===== src/shri_pkg.sv =====
package shri_pkg;
  localparam logic [6:0] TARGET_ADDR      = 7'h40;
  localparam logic [7:0] OFS_STATE        = 8'h00;
  localparam logic [7:0] OFS_RES_HIGH     = 8'h01;
  localparam logic [7:0] OFS_RES_LOW      = 8'h02;
  localparam logic [7:0] OFS_CONTROL      = 8'h03;
  localparam logic [7:0] OFS_IDENTITY     = 8'h11;
  localparam logic [7:0] CMD_FW_FIRST     = 8'h84;
  localparam logic [7:0] CMD_FW_SECOND    = 8'hB8;
  localparam logic [7:0] RST_STATE        = 8'h01;
  localparam logic [7:0] RST_RESULT       = 8'h00;
  localparam logic [7:0] RST_CONTROL      = 8'h00;
  localparam int         BIT_PENDING      = 0;
  localparam int         BIT_START        = 0;
  localparam int         BIT_HEATER       = 1;
  localparam int         BIT_TEMP_SEL     = 4;
  localparam int         BIT_FAST         = 5;
  localparam logic [7:0] CONTROL_RW_MASK  = 8'h33;
  localparam int         CLK_MHZ          = 100;
  localparam int         T_CONV_NORMAL_US = 5800;
  localparam int         T_CONV_FAST_US   = 2600;
  localparam int         CONV_NORMAL_CYC  = T_CONV_NORMAL_US * CLK_MHZ;
  localparam int         CONV_FAST_CYC    = T_CONV_FAST_US * CLK_MHZ;
  localparam int         CONV_CNT_W       = 20;
endpackage : shri_pkg


===== src/shri_sync.sv =====
`timescale 1ns/10ps
module shri_sync (
  input  wire logic clk,
  input  wire logic rst,
  input  wire logic ce,
  input  wire logic din,
  input  wire logic rst_val,
  output logic      dout
);
  logic stage_ff;
  always_ff @(posedge clk) begin
    if (rst) begin
      stage_ff <= 1'b1;
      dout     <= 1'b1;
    end else if (ce) begin
      stage_ff <= din;
      dout     <= stage_ff;
    end
  end
  logic unused_rv;
  assign unused_rv = rst_val;
endmodule : shri_sync


===== src/shri_conv.sv =====
`timescale 1ns/10ps
module shri_conv
  import shri_pkg::*;
#(
  parameter int NORMAL_CYC = CONV_NORMAL_CYC,
  parameter int FAST_CYC   = CONV_FAST_CYC
) (
  input  wire logic        clk,
  input  wire logic        rst,
  input  wire logic        ce,
  input  wire logic        start,
  input  wire logic        fast,
  input  wire logic        temp_sel,
  input  wire logic [13:0] sample,
  output logic             busy,
  output logic [15:0]      result
);
  logic [CONV_CNT_W-1:0] cnt_ff;
  logic                  sel_ff;
  // Pending reads 1 from reset until a started conversion ends
  logic                  run_ff;
  always_ff @(posedge clk) begin
    if (rst) begin
      cnt_ff <= '0;
      busy   <= RST_STATE[BIT_PENDING];
      sel_ff <= 1'b0;
      run_ff <= 1'b0;
    end else if (ce) begin
      if (start) begin
        cnt_ff <= fast ? CONV_CNT_W'(FAST_CYC - 1) : CONV_CNT_W'(NORMAL_CYC - 1);
        busy   <= 1'b1;
        sel_ff <= temp_sel;
        run_ff <= 1'b1;
      end else if (busy && run_ff) begin
        if (cnt_ff == '0) begin
          busy   <= 1'b0;
          run_ff <= 1'b0;
        end else begin
          cnt_ff <= cnt_ff - 1'b1;
        end
      end
    end
  end
  always_ff @(posedge clk) begin
    if (rst) begin
      result <= 16'h0000;
    end else if (ce && busy && run_ff && cnt_ff == '0) begin
      result <= sel_ff ? {sample, 2'b00} : {sample, 2'b01};
    end
  end
endmodule : shri_conv


===== src/shri_top.sv =====
`timescale 1ns/10ps
module shri_top
  import shri_pkg::*;
#(
  parameter int         NORMAL_CYC  = CONV_NORMAL_CYC,
  parameter int         FAST_CYC    = CONV_FAST_CYC,
  parameter logic [7:0] IDENTITY    = 8'hA0,
  parameter logic [7:0] FW_VERSION  = 8'h12
) (
  input  wire logic        CLK,
  input  wire logic        RST,
  input  wire logic        CE,
  input  wire logic        SCL,
  input  wire logic        SDA_IN,
  output logic             SDA_OUT,
  output logic             SDA_OE,
  input  wire logic        DEVICE_SELECT_LOW_N,
  input  wire logic [13:0] SAMPLE,
  output logic             HEATER_ON,
  output logic             STANDBY
);
  // IDENTITY and FW_VERSION defaults are arbitrary values.
  typedef enum {
    ST_IDLE, ST_ADDR, ST_ADDR_ACK, ST_PTR, ST_PTR_ACK, ST_DATA, ST_DATA_ACK,
    ST_TX, ST_TX_ACK, ST_IGNORE
  } shri_state_t;

  logic scl_s, sda_s, sel_n_s;
  logic scl_d_ff, sda_d_ff;

  // SCL/SDA sampled at CLK; oversampled protocol engine
  shri_sync u_sync_scl (.clk(CLK), .rst(RST), .ce(CE), .din(SCL), .rst_val(1'b1), .dout(scl_s));
  shri_sync u_sync_sda (.clk(CLK), .rst(RST), .ce(CE), .din(SDA_IN), .rst_val(1'b1), .dout(sda_s));
  shri_sync u_sync_sel (.clk(CLK), .rst(RST), .ce(CE), .din(DEVICE_SELECT_LOW_N), .rst_val(1'b1),
                        .dout(sel_n_s));

  always_ff @(posedge CLK) begin
    if (RST) begin
      scl_d_ff <= 1'b1;
      sda_d_ff <= 1'b1;
    end else if (CE) begin
      scl_d_ff <= scl_s;
      sda_d_ff <= sda_s;
    end
  end

  logic scl_rise, scl_fall, start_cond, stop_cond, enabled;
  assign scl_rise   = scl_s && !scl_d_ff;
  assign scl_fall   = !scl_s && scl_d_ff;
  assign start_cond = scl_s && scl_d_ff && sda_d_ff && !sda_s;
  assign stop_cond  = scl_s && scl_d_ff && !sda_d_ff && sda_s;
  assign enabled    = !sel_n_s;
  assign STANDBY    = sel_n_s;

  shri_state_t state_ff;
  logic [7:0]  shift_ff;
  logic [2:0]  bitcnt_ff;
  logic        rw_ff;
  logic [7:0]  ptr_ff;
  logic        cmd_fw_ff;
  logic        fw_sel_ff;
  logic [7:0]  control_ff;
  logic        wr_stb, start_stb;
  logic [7:0]  wr_data;
  logic        conv_busy;
  logic [15:0] conv_result;
  logic        sda_low_ff;
  logic        byte_seen_ff;
  logic [7:0]  rd_byte;

  function automatic logic [7:0] reg_read(input logic [7:0] ofs, input logic fw, input logic busy,
                                           input logic [15:0] res, input logic [7:0] ctl);
    logic [7:0] v;
    v = 8'h00;
    if (fw) v = FW_VERSION;
    else begin
      case (ofs)
        OFS_STATE:    v = {7'h00, busy};
        OFS_RES_HIGH: v = res[15:8];
        OFS_RES_LOW:  v = res[7:0];
        OFS_CONTROL:  v = ctl & CONTROL_RW_MASK;
        OFS_IDENTITY: v = IDENTITY;
        default:      v = 8'h00;
      endcase
    end
    return v;
  endfunction : reg_read

  assign rd_byte = reg_read(ptr_ff, fw_sel_ff, conv_busy, conv_result, control_ff);

  logic byte_done;
  assign byte_done = scl_rise && bitcnt_ff == 3'd7;

  always_ff @(posedge CLK) begin
    if (RST) begin
      state_ff  <= ST_IDLE;
      shift_ff  <= 8'h00;
      bitcnt_ff <= 3'd0;
      rw_ff     <= 1'b0;
    end else if (CE) begin
      if (!enabled || stop_cond) begin
        state_ff <= ST_IDLE;
      end else if (start_cond) begin
        state_ff  <= ST_ADDR;
        bitcnt_ff <= 3'd0;
      end else begin
        case (state_ff)
          ST_ADDR, ST_PTR, ST_DATA: begin
            if (scl_rise) begin
              shift_ff  <= {shift_ff[6:0], sda_s};
              bitcnt_ff <= bitcnt_ff + 3'd1;
            end
            if (scl_fall && bitcnt_ff == 3'd0 && byte_seen_ff && state_ff == ST_ADDR) begin
              if (shift_ff[7:1] == TARGET_ADDR) begin
                rw_ff    <= shift_ff[0];
                state_ff <= ST_ADDR_ACK;
              end else begin
                state_ff <= ST_IGNORE;
              end
            end else if (scl_fall && bitcnt_ff == 3'd0 && state_ff == ST_PTR && byte_seen_ff) begin
              state_ff <= ST_PTR_ACK;
            end else if (scl_fall && bitcnt_ff == 3'd0 && state_ff == ST_DATA && byte_seen_ff) begin
              state_ff <= ST_DATA_ACK;
            end
          end
          ST_ADDR_ACK: begin
            if (scl_fall) begin
              bitcnt_ff <= 3'd0;
              state_ff  <= rw_ff ? ST_TX : ST_PTR;
              if (rw_ff) shift_ff <= reg_read(ptr_ff, fw_sel_ff, conv_busy, conv_result, control_ff);
            end
          end
          ST_PTR_ACK, ST_DATA_ACK: begin
            if (scl_fall) begin
              bitcnt_ff <= 3'd0;
              state_ff  <= ST_DATA;
            end
          end
          ST_TX: begin
            if (scl_fall && bitcnt_ff != 3'd0) shift_ff <= {shift_ff[6:0], 1'b0};
            if (scl_rise) bitcnt_ff <= bitcnt_ff + 3'd1;
            if (scl_fall && bitcnt_ff == 3'd0 && byte_seen_ff) state_ff <= ST_TX_ACK;
          end
          ST_TX_ACK: begin
            if (scl_rise) rw_ff <= !sda_s; // ACK from controller continues
            if (scl_fall) begin
              if (rw_ff) begin
                state_ff  <= ST_TX;
                bitcnt_ff <= 3'd0;
                shift_ff  <= reg_read(ptr_ff, fw_sel_ff, conv_busy, conv_result, control_ff);
              end else begin
                state_ff <= ST_IGNORE; // NACK ends read
              end
            end
          end
          ST_IGNORE, ST_IDLE: begin
          end
          default: state_ff <= ST_IDLE;
        endcase
      end
    end
  end

  // Marks that eight bits of the current byte were clocked
  always_ff @(posedge CLK) begin
    if (RST) begin
      byte_seen_ff <= 1'b0;
    end else if (CE) begin
      if (start_cond || scl_fall && (state_ff == ST_ADDR_ACK || state_ff == ST_PTR_ACK ||
          state_ff == ST_DATA_ACK || state_ff == ST_TX_ACK)) byte_seen_ff <= 1'b0;
      else if (byte_done) byte_seen_ff <= 1'b1;
    end
  end

  // Pointer and firmware command tracking
  always_ff @(posedge CLK) begin
    if (RST) begin
      ptr_ff    <= OFS_STATE;
      cmd_fw_ff <= 1'b0;
      fw_sel_ff <= 1'b0;
    end else if (CE && enabled) begin
      if (state_ff == ST_PTR_ACK && scl_rise) begin
        ptr_ff    <= shift_ff;
        cmd_fw_ff <= shift_ff == CMD_FW_FIRST;
        fw_sel_ff <= 1'b0;
      end else if (state_ff == ST_DATA_ACK && scl_rise && cmd_fw_ff && shift_ff == CMD_FW_SECOND) begin
        fw_sel_ff <= 1'b1;
        cmd_fw_ff <= 1'b0;
      end else if (state_ff == ST_TX_ACK && scl_rise && !sda_s && !fw_sel_ff &&
                   ptr_ff == OFS_RES_HIGH) begin
        ptr_ff <= OFS_RES_LOW;
      end
    end
  end

  assign wr_stb  = CE && enabled && state_ff == ST_DATA_ACK && scl_rise && !cmd_fw_ff;
  assign wr_data = shift_ff;

  // Only the control register takes writes; others keep contents
  always_ff @(posedge CLK) begin
    if (RST) begin
      control_ff <= RST_CONTROL;
    end else if (wr_stb && ptr_ff == OFS_CONTROL) begin
      control_ff <= wr_data & CONTROL_RW_MASK;
    end
  end
  assign start_stb = wr_stb && ptr_ff == OFS_CONTROL && wr_data[BIT_START];
  assign HEATER_ON = control_ff[BIT_HEATER] && enabled;

  shri_conv #(.NORMAL_CYC(NORMAL_CYC), .FAST_CYC(FAST_CYC)) u_conv (
    .clk      (CLK),
    .rst      (RST),
    .ce       (CE),
    .start    (start_stb),
    .fast     (wr_data[BIT_FAST]),
    .temp_sel (wr_data[BIT_TEMP_SEL]),
    .sample   (SAMPLE),
    .busy     (conv_busy),
    .result   (conv_result)
  );

  // Open-drain data: drive low for ACK or zero data bits
  always_ff @(posedge CLK) begin
    if (RST) begin
      sda_low_ff <= 1'b0;
    end else if (CE) begin
      if (!enabled) sda_low_ff <= 1'b0;
      else if (scl_fall) begin
        case (state_ff)
          ST_ADDR:                    sda_low_ff <= 1'b0;
          ST_ADDR_ACK:                sda_low_ff <= rw_ff && !rd_byte[7];
          ST_TX:                      sda_low_ff <= bitcnt_ff != 3'd0 && !shift_ff[6];
          ST_TX_ACK:                  sda_low_ff <= rw_ff && !rd_byte[7];
          default:                    sda_low_ff <= 1'b0;
        endcase
        if ((state_ff == ST_ADDR && byte_seen_ff && shift_ff[7:1] == TARGET_ADDR) ||
            (state_ff == ST_PTR && byte_seen_ff) || (state_ff == ST_DATA && byte_seen_ff))
          sda_low_ff <= 1'b1;
      end
    end
  end
  assign SDA_OUT = 1'b0;
  assign SDA_OE  = sda_low_ff;
endmodule : shri_top


===== config.mk =====
export PLATFORM = sky130hd
export DESIGN_NAME = shri_top
export DESIGN_NICKNAME = d
export VERILOG_FILES = /design/src/shri_pkg.sv /design/src/shri_sync.sv /design/src/shri_conv.sv /design/src/shri_top.sv
export SDC_FILE = /design/constraint.sdc
export NUM_CORES = 1
export LEC_CHECK = 0
export BUFFER_PORTS_ARGS = -buffer_cell sky130_fd_sc_hd__clkbuf_2
export CORE_MARGIN = 3
export CORE_UTILIZATION = 60
export CTS_CLUSTER_DIAMETER = 30
export DETAILED_ROUTE_END_ITERATION = 7
export PLACE_DENSITY = 0.79
export SLEW_MARGIN = 10
export SYNTH_ARGS = -nofsm -noshare
export SYNTH_HDL_FRONTEND = slang
export SYNTH_SLANG_ARGS = --single-unit

===== constraint.sdc =====
create_clock -name CLK -period 5 [get_ports CLK]
set_input_delay 0.75 -clock CLK [delete_from_list [all_inputs] [get_ports CLK]]
set_output_delay 0.75 -clock CLK [all_outputs]
set_load 0.1 [all_outputs]

* Word-level counts from Yosys, hierarchy flattened
Index checks and enable logic that the tools add are counted.
Storage, ports and cells: bits in latches 0, bits in read-only memories 0, RAM bits 0, flip-flop bits (word level) 107, memories kept 0, input port bits 20
Cells by class: bitwise logic cells 2, reductions and logical operators 89, equality and inequality tests 43, shift-type cells 0, multiply operators 0, multiplexer cells 51, $lt $le $gt $ge 0, add/subtract/negate cells 2, divide/modulo/power cells 0
Operators by type and width (count):
- 32-bit two-way mux | 9
- 32-bit by 3-bit equality test with 1-bit output (second input constant) | 6
- 32-bit case mux with 6 select lines | 1
- 32-bit by 4-bit equality test with 1-bit output (second input constant) | 5
- 32-bit by 2-bit equality test with 1-bit output (second input constant) | 3
- 20-bit two-way mux | 4
- 8-bit two-way mux | 8
- 1-bit logical AND | 42
- 8-bit case mux with 5 select lines | 1
- 32-bit by 1-bit equality test with 1-bit output (second input constant) | 1
- 32-bit by 5-bit equality test with 1-bit output (second input constant) | 1
- 32-bit zero test | 1
- 8-bit case mux with 3 select lines | 1
- 7-bit AND reduction | 3
- 20-bit zero test | 1
- 20-bit by 1-bit subtractor with 20-bit output (second input constant) | 1
- 3-bit two-way mux | 6
- 8-bit by 2-bit equality test with 1-bit output (second input constant) | 2
- 8-bit equality test (second input constant) | 2
- 1-bit two-way mux | 16
- 4-bit != test (second input constant) | 4
- 2-bit != test (second input constant) | 7
- 2-bit nonzero test | 7
- 1-bit zero test | 9
- 24 further kinds | 46

* Depth between registers and ports, before layout
depth in word-level cells 11, mapped depth 9, gate-level depth less buffers 7

* Cells and area by module
A second synthesis with hierarchy kept.
Unflattened totals: cell total of the unflattened synthesis 506, area, all modules 4252.8 sq um
By module, submodules not included:
- shri_top | instances 1, cells an instance 267, area each 2228.4 sq um
- shri_conv | instances 1, cells an instance 221, area each 1814.2 sq um
- shri_sync | instances 3, cells an instance 6, area each 70.1 sq um

* Worst setup path after synthesis
Ideal clock, no wire load.
path kind register to output, start reg u_sync_sel.dout, end out HEATER_ON, cell stages (with the launch flop) 2, slack 2.073 ns, data arrival time 2.177 ns, required time 4.250 ns, buffers on the path 0, cell sequence dfxtp_1 nor2b_1
On the way: word-level cells in the longest chain between the ends 2
RTL lines:
- start, declared | RTL line shri_sync.sv:8 | output logic dout
- start signal, assigned | RTL line shri_sync.sv:17 | dout <= stage_ff;
- 1-bit zero test | RTL line shri_top.sv:52 | assign enabled = !sel_n_s;
- 1-bit logical AND | RTL line shri_top.sv:208 | assign HEATER_ON = control_ff[BIT_HEATER] && enabled;
- end, declared | RTL line shri_top.sv:19 | output logic HEATER_ON,
Every way passes these cells.

* Final worst setup path
start reg state_ff[0], end reg shift_ff[4]
On the way: word-level cells in the longest chain between the ends 4, elaborated cells on any way between the ends 15, those cells by class eq/ne: 10; mux: 1; reduce/logical: 4
RTL lines:
- start, declared | RTL line shri_top.sv:55 | shri_state_t state_ff;
- start signal, assigned | RTL line shri_top.sv:129 | state_ff <= rw_ff ? ST_TX : ST_PTR;
- 32-bit by 1-bit equality test with 1-bit output (tied with other cells) | RTL line shri_top.sv:107 | case (state_ff)
- 3-bit OR reduction or 2-bit OR reduction (tied branches)
- 2-bit != test (no line) (tied with other cells)
- 8-bit AND reduction (no line)
- end signal, assigned | RTL line shri_top.sv:110 | shift_ff <= {shift_ff[6:0], sda_s};
- end signal, assigned | RTL line shri_top.sv:130 | if (rw_ff) shift_ff <= reg_read(ptr_ff, fw_sel_ff, conv_busy, conv_result, control_ff);
- end signal, assigned | RTL line shri_top.sv:140 | if (scl_fall && bitcnt_ff != 3'd0) shift_ff <= {shift_ff[6:0], 1'b0};
- end, declared | RTL line shri_top.sv:56 | logic [7:0] shift_ff;
Several ways; a longest one is shown, not always the timed one. A chain may end at the register's enable or synchronous reset.

==> qor.csv <==
stage,metric,value,unit
power,Comb power frac,3.8,%
layout,area grow syn2layout,6.86,%
clocking,root buffer cell,clkbuf_8,
timing,Peak Freq,351,MHz
setup_path,CP max-delay cell,a311oi_2,
power,Switching Fraction,23.0,%
synth,post-synthesis sequential area ratio,38.5,%
setup_path,crit-path leading delay family,compound AO/OA/AOI/OAI gates,
power,NetSw,0.000264,W
drt,DRT Pass-1 Iters,5,
placed_design,GPL Wtd Cong,1.01,
global_routing,first-pass GRT wire length,15400,µm
synth,Post-synth EDFFs,0,
power,Power Total,0.00115,W
clocking,post-cts sizing count,0,
setup_path,worst r2r dst,shift_ff[4]$_SDFFE_PP0P_,
clocking,CTS Hold Buffers Added,0,
setup_path,worst setup path class,reg -> reg,
layout,most frequent cells in the layout,"78 x dfxtp_1, 46 x nor2_1, 27 x a21oi_1, 27 x mux2i_1, 26 x nand2_1",
setup_path,crit path buf inv count,0,
clocking,Worst-path clk slew,80,ps
setup_path,critical path peak fanout,17,
synth,post-synthesis compound-gate area fraction,19.9,%
synth,syn_nets,480,
setup_path,crit start category,flip-flop,
power,P_int,0.000882,W
drt,Antenna Nets Post-Route,0,
timing,unrepaired setup endpoints after global routing,no,
drt,DRC Markers,0,
clocking,post-CTS setup buffers,0,
drt,post-DR vias/cell,6.43,
power,Seq pwr share,54.8,%
job,number of max-cap violations,0,
synth,Simple-Gate Fraction of Synth Area,23.3,%
clocking,CTS sink count,78,
floorplan,# IOs,24,
global_routing,initial antenna violation count,0,
power,P_leak,1.52,nW
setup_path,CP Capture Type,flip-flop,
floorplan,Die Wd,88.2,µm
synth,largest family of logic cells by synthesized area,simple AND/OR/NAND/NOR gates,
min_path,WHS Path Cells,1,
synth,syn avg cell area,8.88,µm²
synth,Synth async-reset ratio,0,%
global_routing,global route overflow,0,
timing,post-route clock skew,4.71,ps
global_routing,largest net degree at the start of global routing,60,
layout,"commonest non-fill, non-tap cell in the layout",dfxtp_1,
min_path,Hold Crit Class,reg -> reg,
synth,post-synthesis mux area share,8.89,%
floorplan,die area,7770,µm²
drt,DR vias,3502,
drt,DR WL/cell,16.5,µm
clocking,H-tree levels,3,
floorplan,Core Rows,29,
setup_path,"slowest stage delay, CP",830,ps
setup_path,FF-to-FF Start,state_ff[0]$_SDFFE_PP0P_,
setup_path,R2R Setup Slk,2150,ps
clocking,later-pin clock latency in the skew report,360,ps
placed_design,post-DP HPWL,6220,µm
clocking,CTS tree,done,
clocking,CTS Buffer Depth,2,
drt,initial DRC count,263,
synth,area of the mapped netlist,4050,µm²
power,PD cells,265,nW/µm²
floorplan,core area,6460,µm²
floorplan,Initial Util,62.7,%
timing,final setup fails,0,
timing,Slew HR,38.2,%
power,clock share of power,41.4,%
drt,final WL,8970,µm
synth,synthesized instance count,456,
setup_path,Worst Path Arrival,3130,ps
power,Peak VDD IR,228,µV
setup_path,R2R cell count,5,
setup_path,CP Data Required Time,5280,ps
synth,xor/xnor share of the synthesized area,3.03,%
synth,Yosys reg bits,78,
timing,Final min period,2850,ps
timing,Final Cycle Share,57.0,%
timing,Slew @ Worst Pin,927,ps
setup_path,worst-path cell chain,nand2b_1 > or4_1 > a311oi_2 > o211ai_1 > a21oi_1,
timing,setup ws final,2150,ps
floorplan,DIE HEIGHT,88.2,µm
layout,Layout Nets,487,
synth,Netlist cell types,69,
global_routing,all-layer global routing usage,24.9,%
timing,"Hold Violations, Final",0,
placed_design,IO Port Bufs,22,
min_path,Worst Hold End,u_conv.result[0]$_SDFFE_PP0P_,
global_routing,number of global-route vias before repair,3172,
synth,most common flop cell mapped by yosys,dfxtp_1,
timing,final slew viol count,0,
synth,YS warnings,0,
layout,proportion of layout cells with a drive suffix above 1,13.7,%
clocking,TritonCTS Buffers,9,
min_path,hold_sp,u_conv.sel_ff$_SDFFE_PP0P_,
timing,setup_tns,0,ps
layout,Ant. Diodes,0,
placed_design,pre-CTS setup slack,1920,ps
outcome,outcome,completed,
synth,Post-Synth Adder-Cell Area,1.24,%
-- metrics by stage --
stage               hold slack (ps)  instances  utilization, %  area (µm²)
finish                          457        545            67.0        4330
global route                    489        545            67.0        4330
CTS                             459        545            67.0        4330
detailed placement              448        529            63.9        4130
global placement                435        529            63.9        4130
floorplan                       429        456               -        4050
-- cell type report --
cell class	instances	area, µm²
Tap cell	77	96.3
Fill cell	536	2130
Sequential cell	78	1560
Multi-Input combinational cell	335	2290
Timing Repair Buffer	25	133
Inverter	14	52.6
Clock buffer	11	141
Clock inverter	5	58.8
-- how the worst max path moves through the flow --
stage | startpoint | end | slack (ps) | cells after the start
after floorplan | u_sync_sel.dout$_SDFFE_PP1P_ | HEATER_ON | 2070 | 1
after global routing | state_ff[0]$_SDFFE_PP0P_ | shift_ff[1]$_SDFFE_PP0P_ | 1880 | 5
after CTS | state_ff[0]$_SDFFE_PP0P_ | shift_ff[4]$_SDFFE_PP0P_ | 2210 | 5
final | state_ff[0]$_SDFFE_PP0P_ | shift_ff[4]$_SDFFE_PP0P_ | 2150 | 5
after global placement | CE | u_conv.cnt_ff[16]$_SDFFE_PP0P_ | 1980 | 7
after detailed placement | CE | u_conv.cnt_ff[16]$_SDFFE_PP0P_ | 1920 | 7
-- per-layer routing --
layer	part of all wire [%]	track usage, %
met5	0	0
met2	46	36.8
met1	47	35.1
met3	5.8	5.83
met4	1.9	9.48
-- power by group through the flow --
| stage | clock network [W] | registers (W) | logic, W |
|---|---|---|---|
| after floorplan | 0 | 0.000642 | 0.0000294 |
| after global placement | 0 | 0.000642 | 0.0000424 |
| after detailed placement | 0 | 0.000642 | 0.0000431 |
| after CTS | 0.000481 | 0.000628 | 0.0000433 |
| after global routing | 0.000512 | 0.000628 | 0.0000483 |
| final | 0.000475 | 0.000628 | 0.0000435 |
-- registers in the layout, indices dropped and copies added (netlist names), 3 cells and up --
name	count
bitcnt_ff	3
control_ff	4
state_ff	4
u_conv.result	15
shift_ff	8
ptr_ff	8
u_conv.cnt_ff	20
-- kinds of logic after synthesis --
kind of cell               Yosys count
DFF                                 78
muxes                               34
other                                1
buffers and inverters               43
AOI/OAI and AO/OA                  115
adders and majority gates            4
xor gates and xnor gates            14
and+or+nand+nor                    167
-- Yosys cell counts (5+ instances only) --
library cell	number	share of area (%)
a22oi_1	8	1.5
nand3_1	7	0.86
mux2_2	5	1.4
xnor2_1	5	1.1
clkbuf_1	19	1.8
nand2b_1	10	1.5
a211oi_1	11	2.0
inv_1	14	1.3
o211ai_1	8	1.5
dfxtp_1	78	39
nor4_1	10	1.5
a31oi_1	10	1.5
nand4_1	6	0.93
a22o_1	10	2.2
o21ai_0	13	1.6
xor2_1	9	1.9
mux2i_1	27	6.7
or4_1	6	1.1
a21oi_1	27	3.3
nor2_1	46	4.3
nor3_1	10	1.2
nand2_1	26	2.4
nor2b_1	12	1.9
Note: power is estimated with default switching activity, not from simulation.
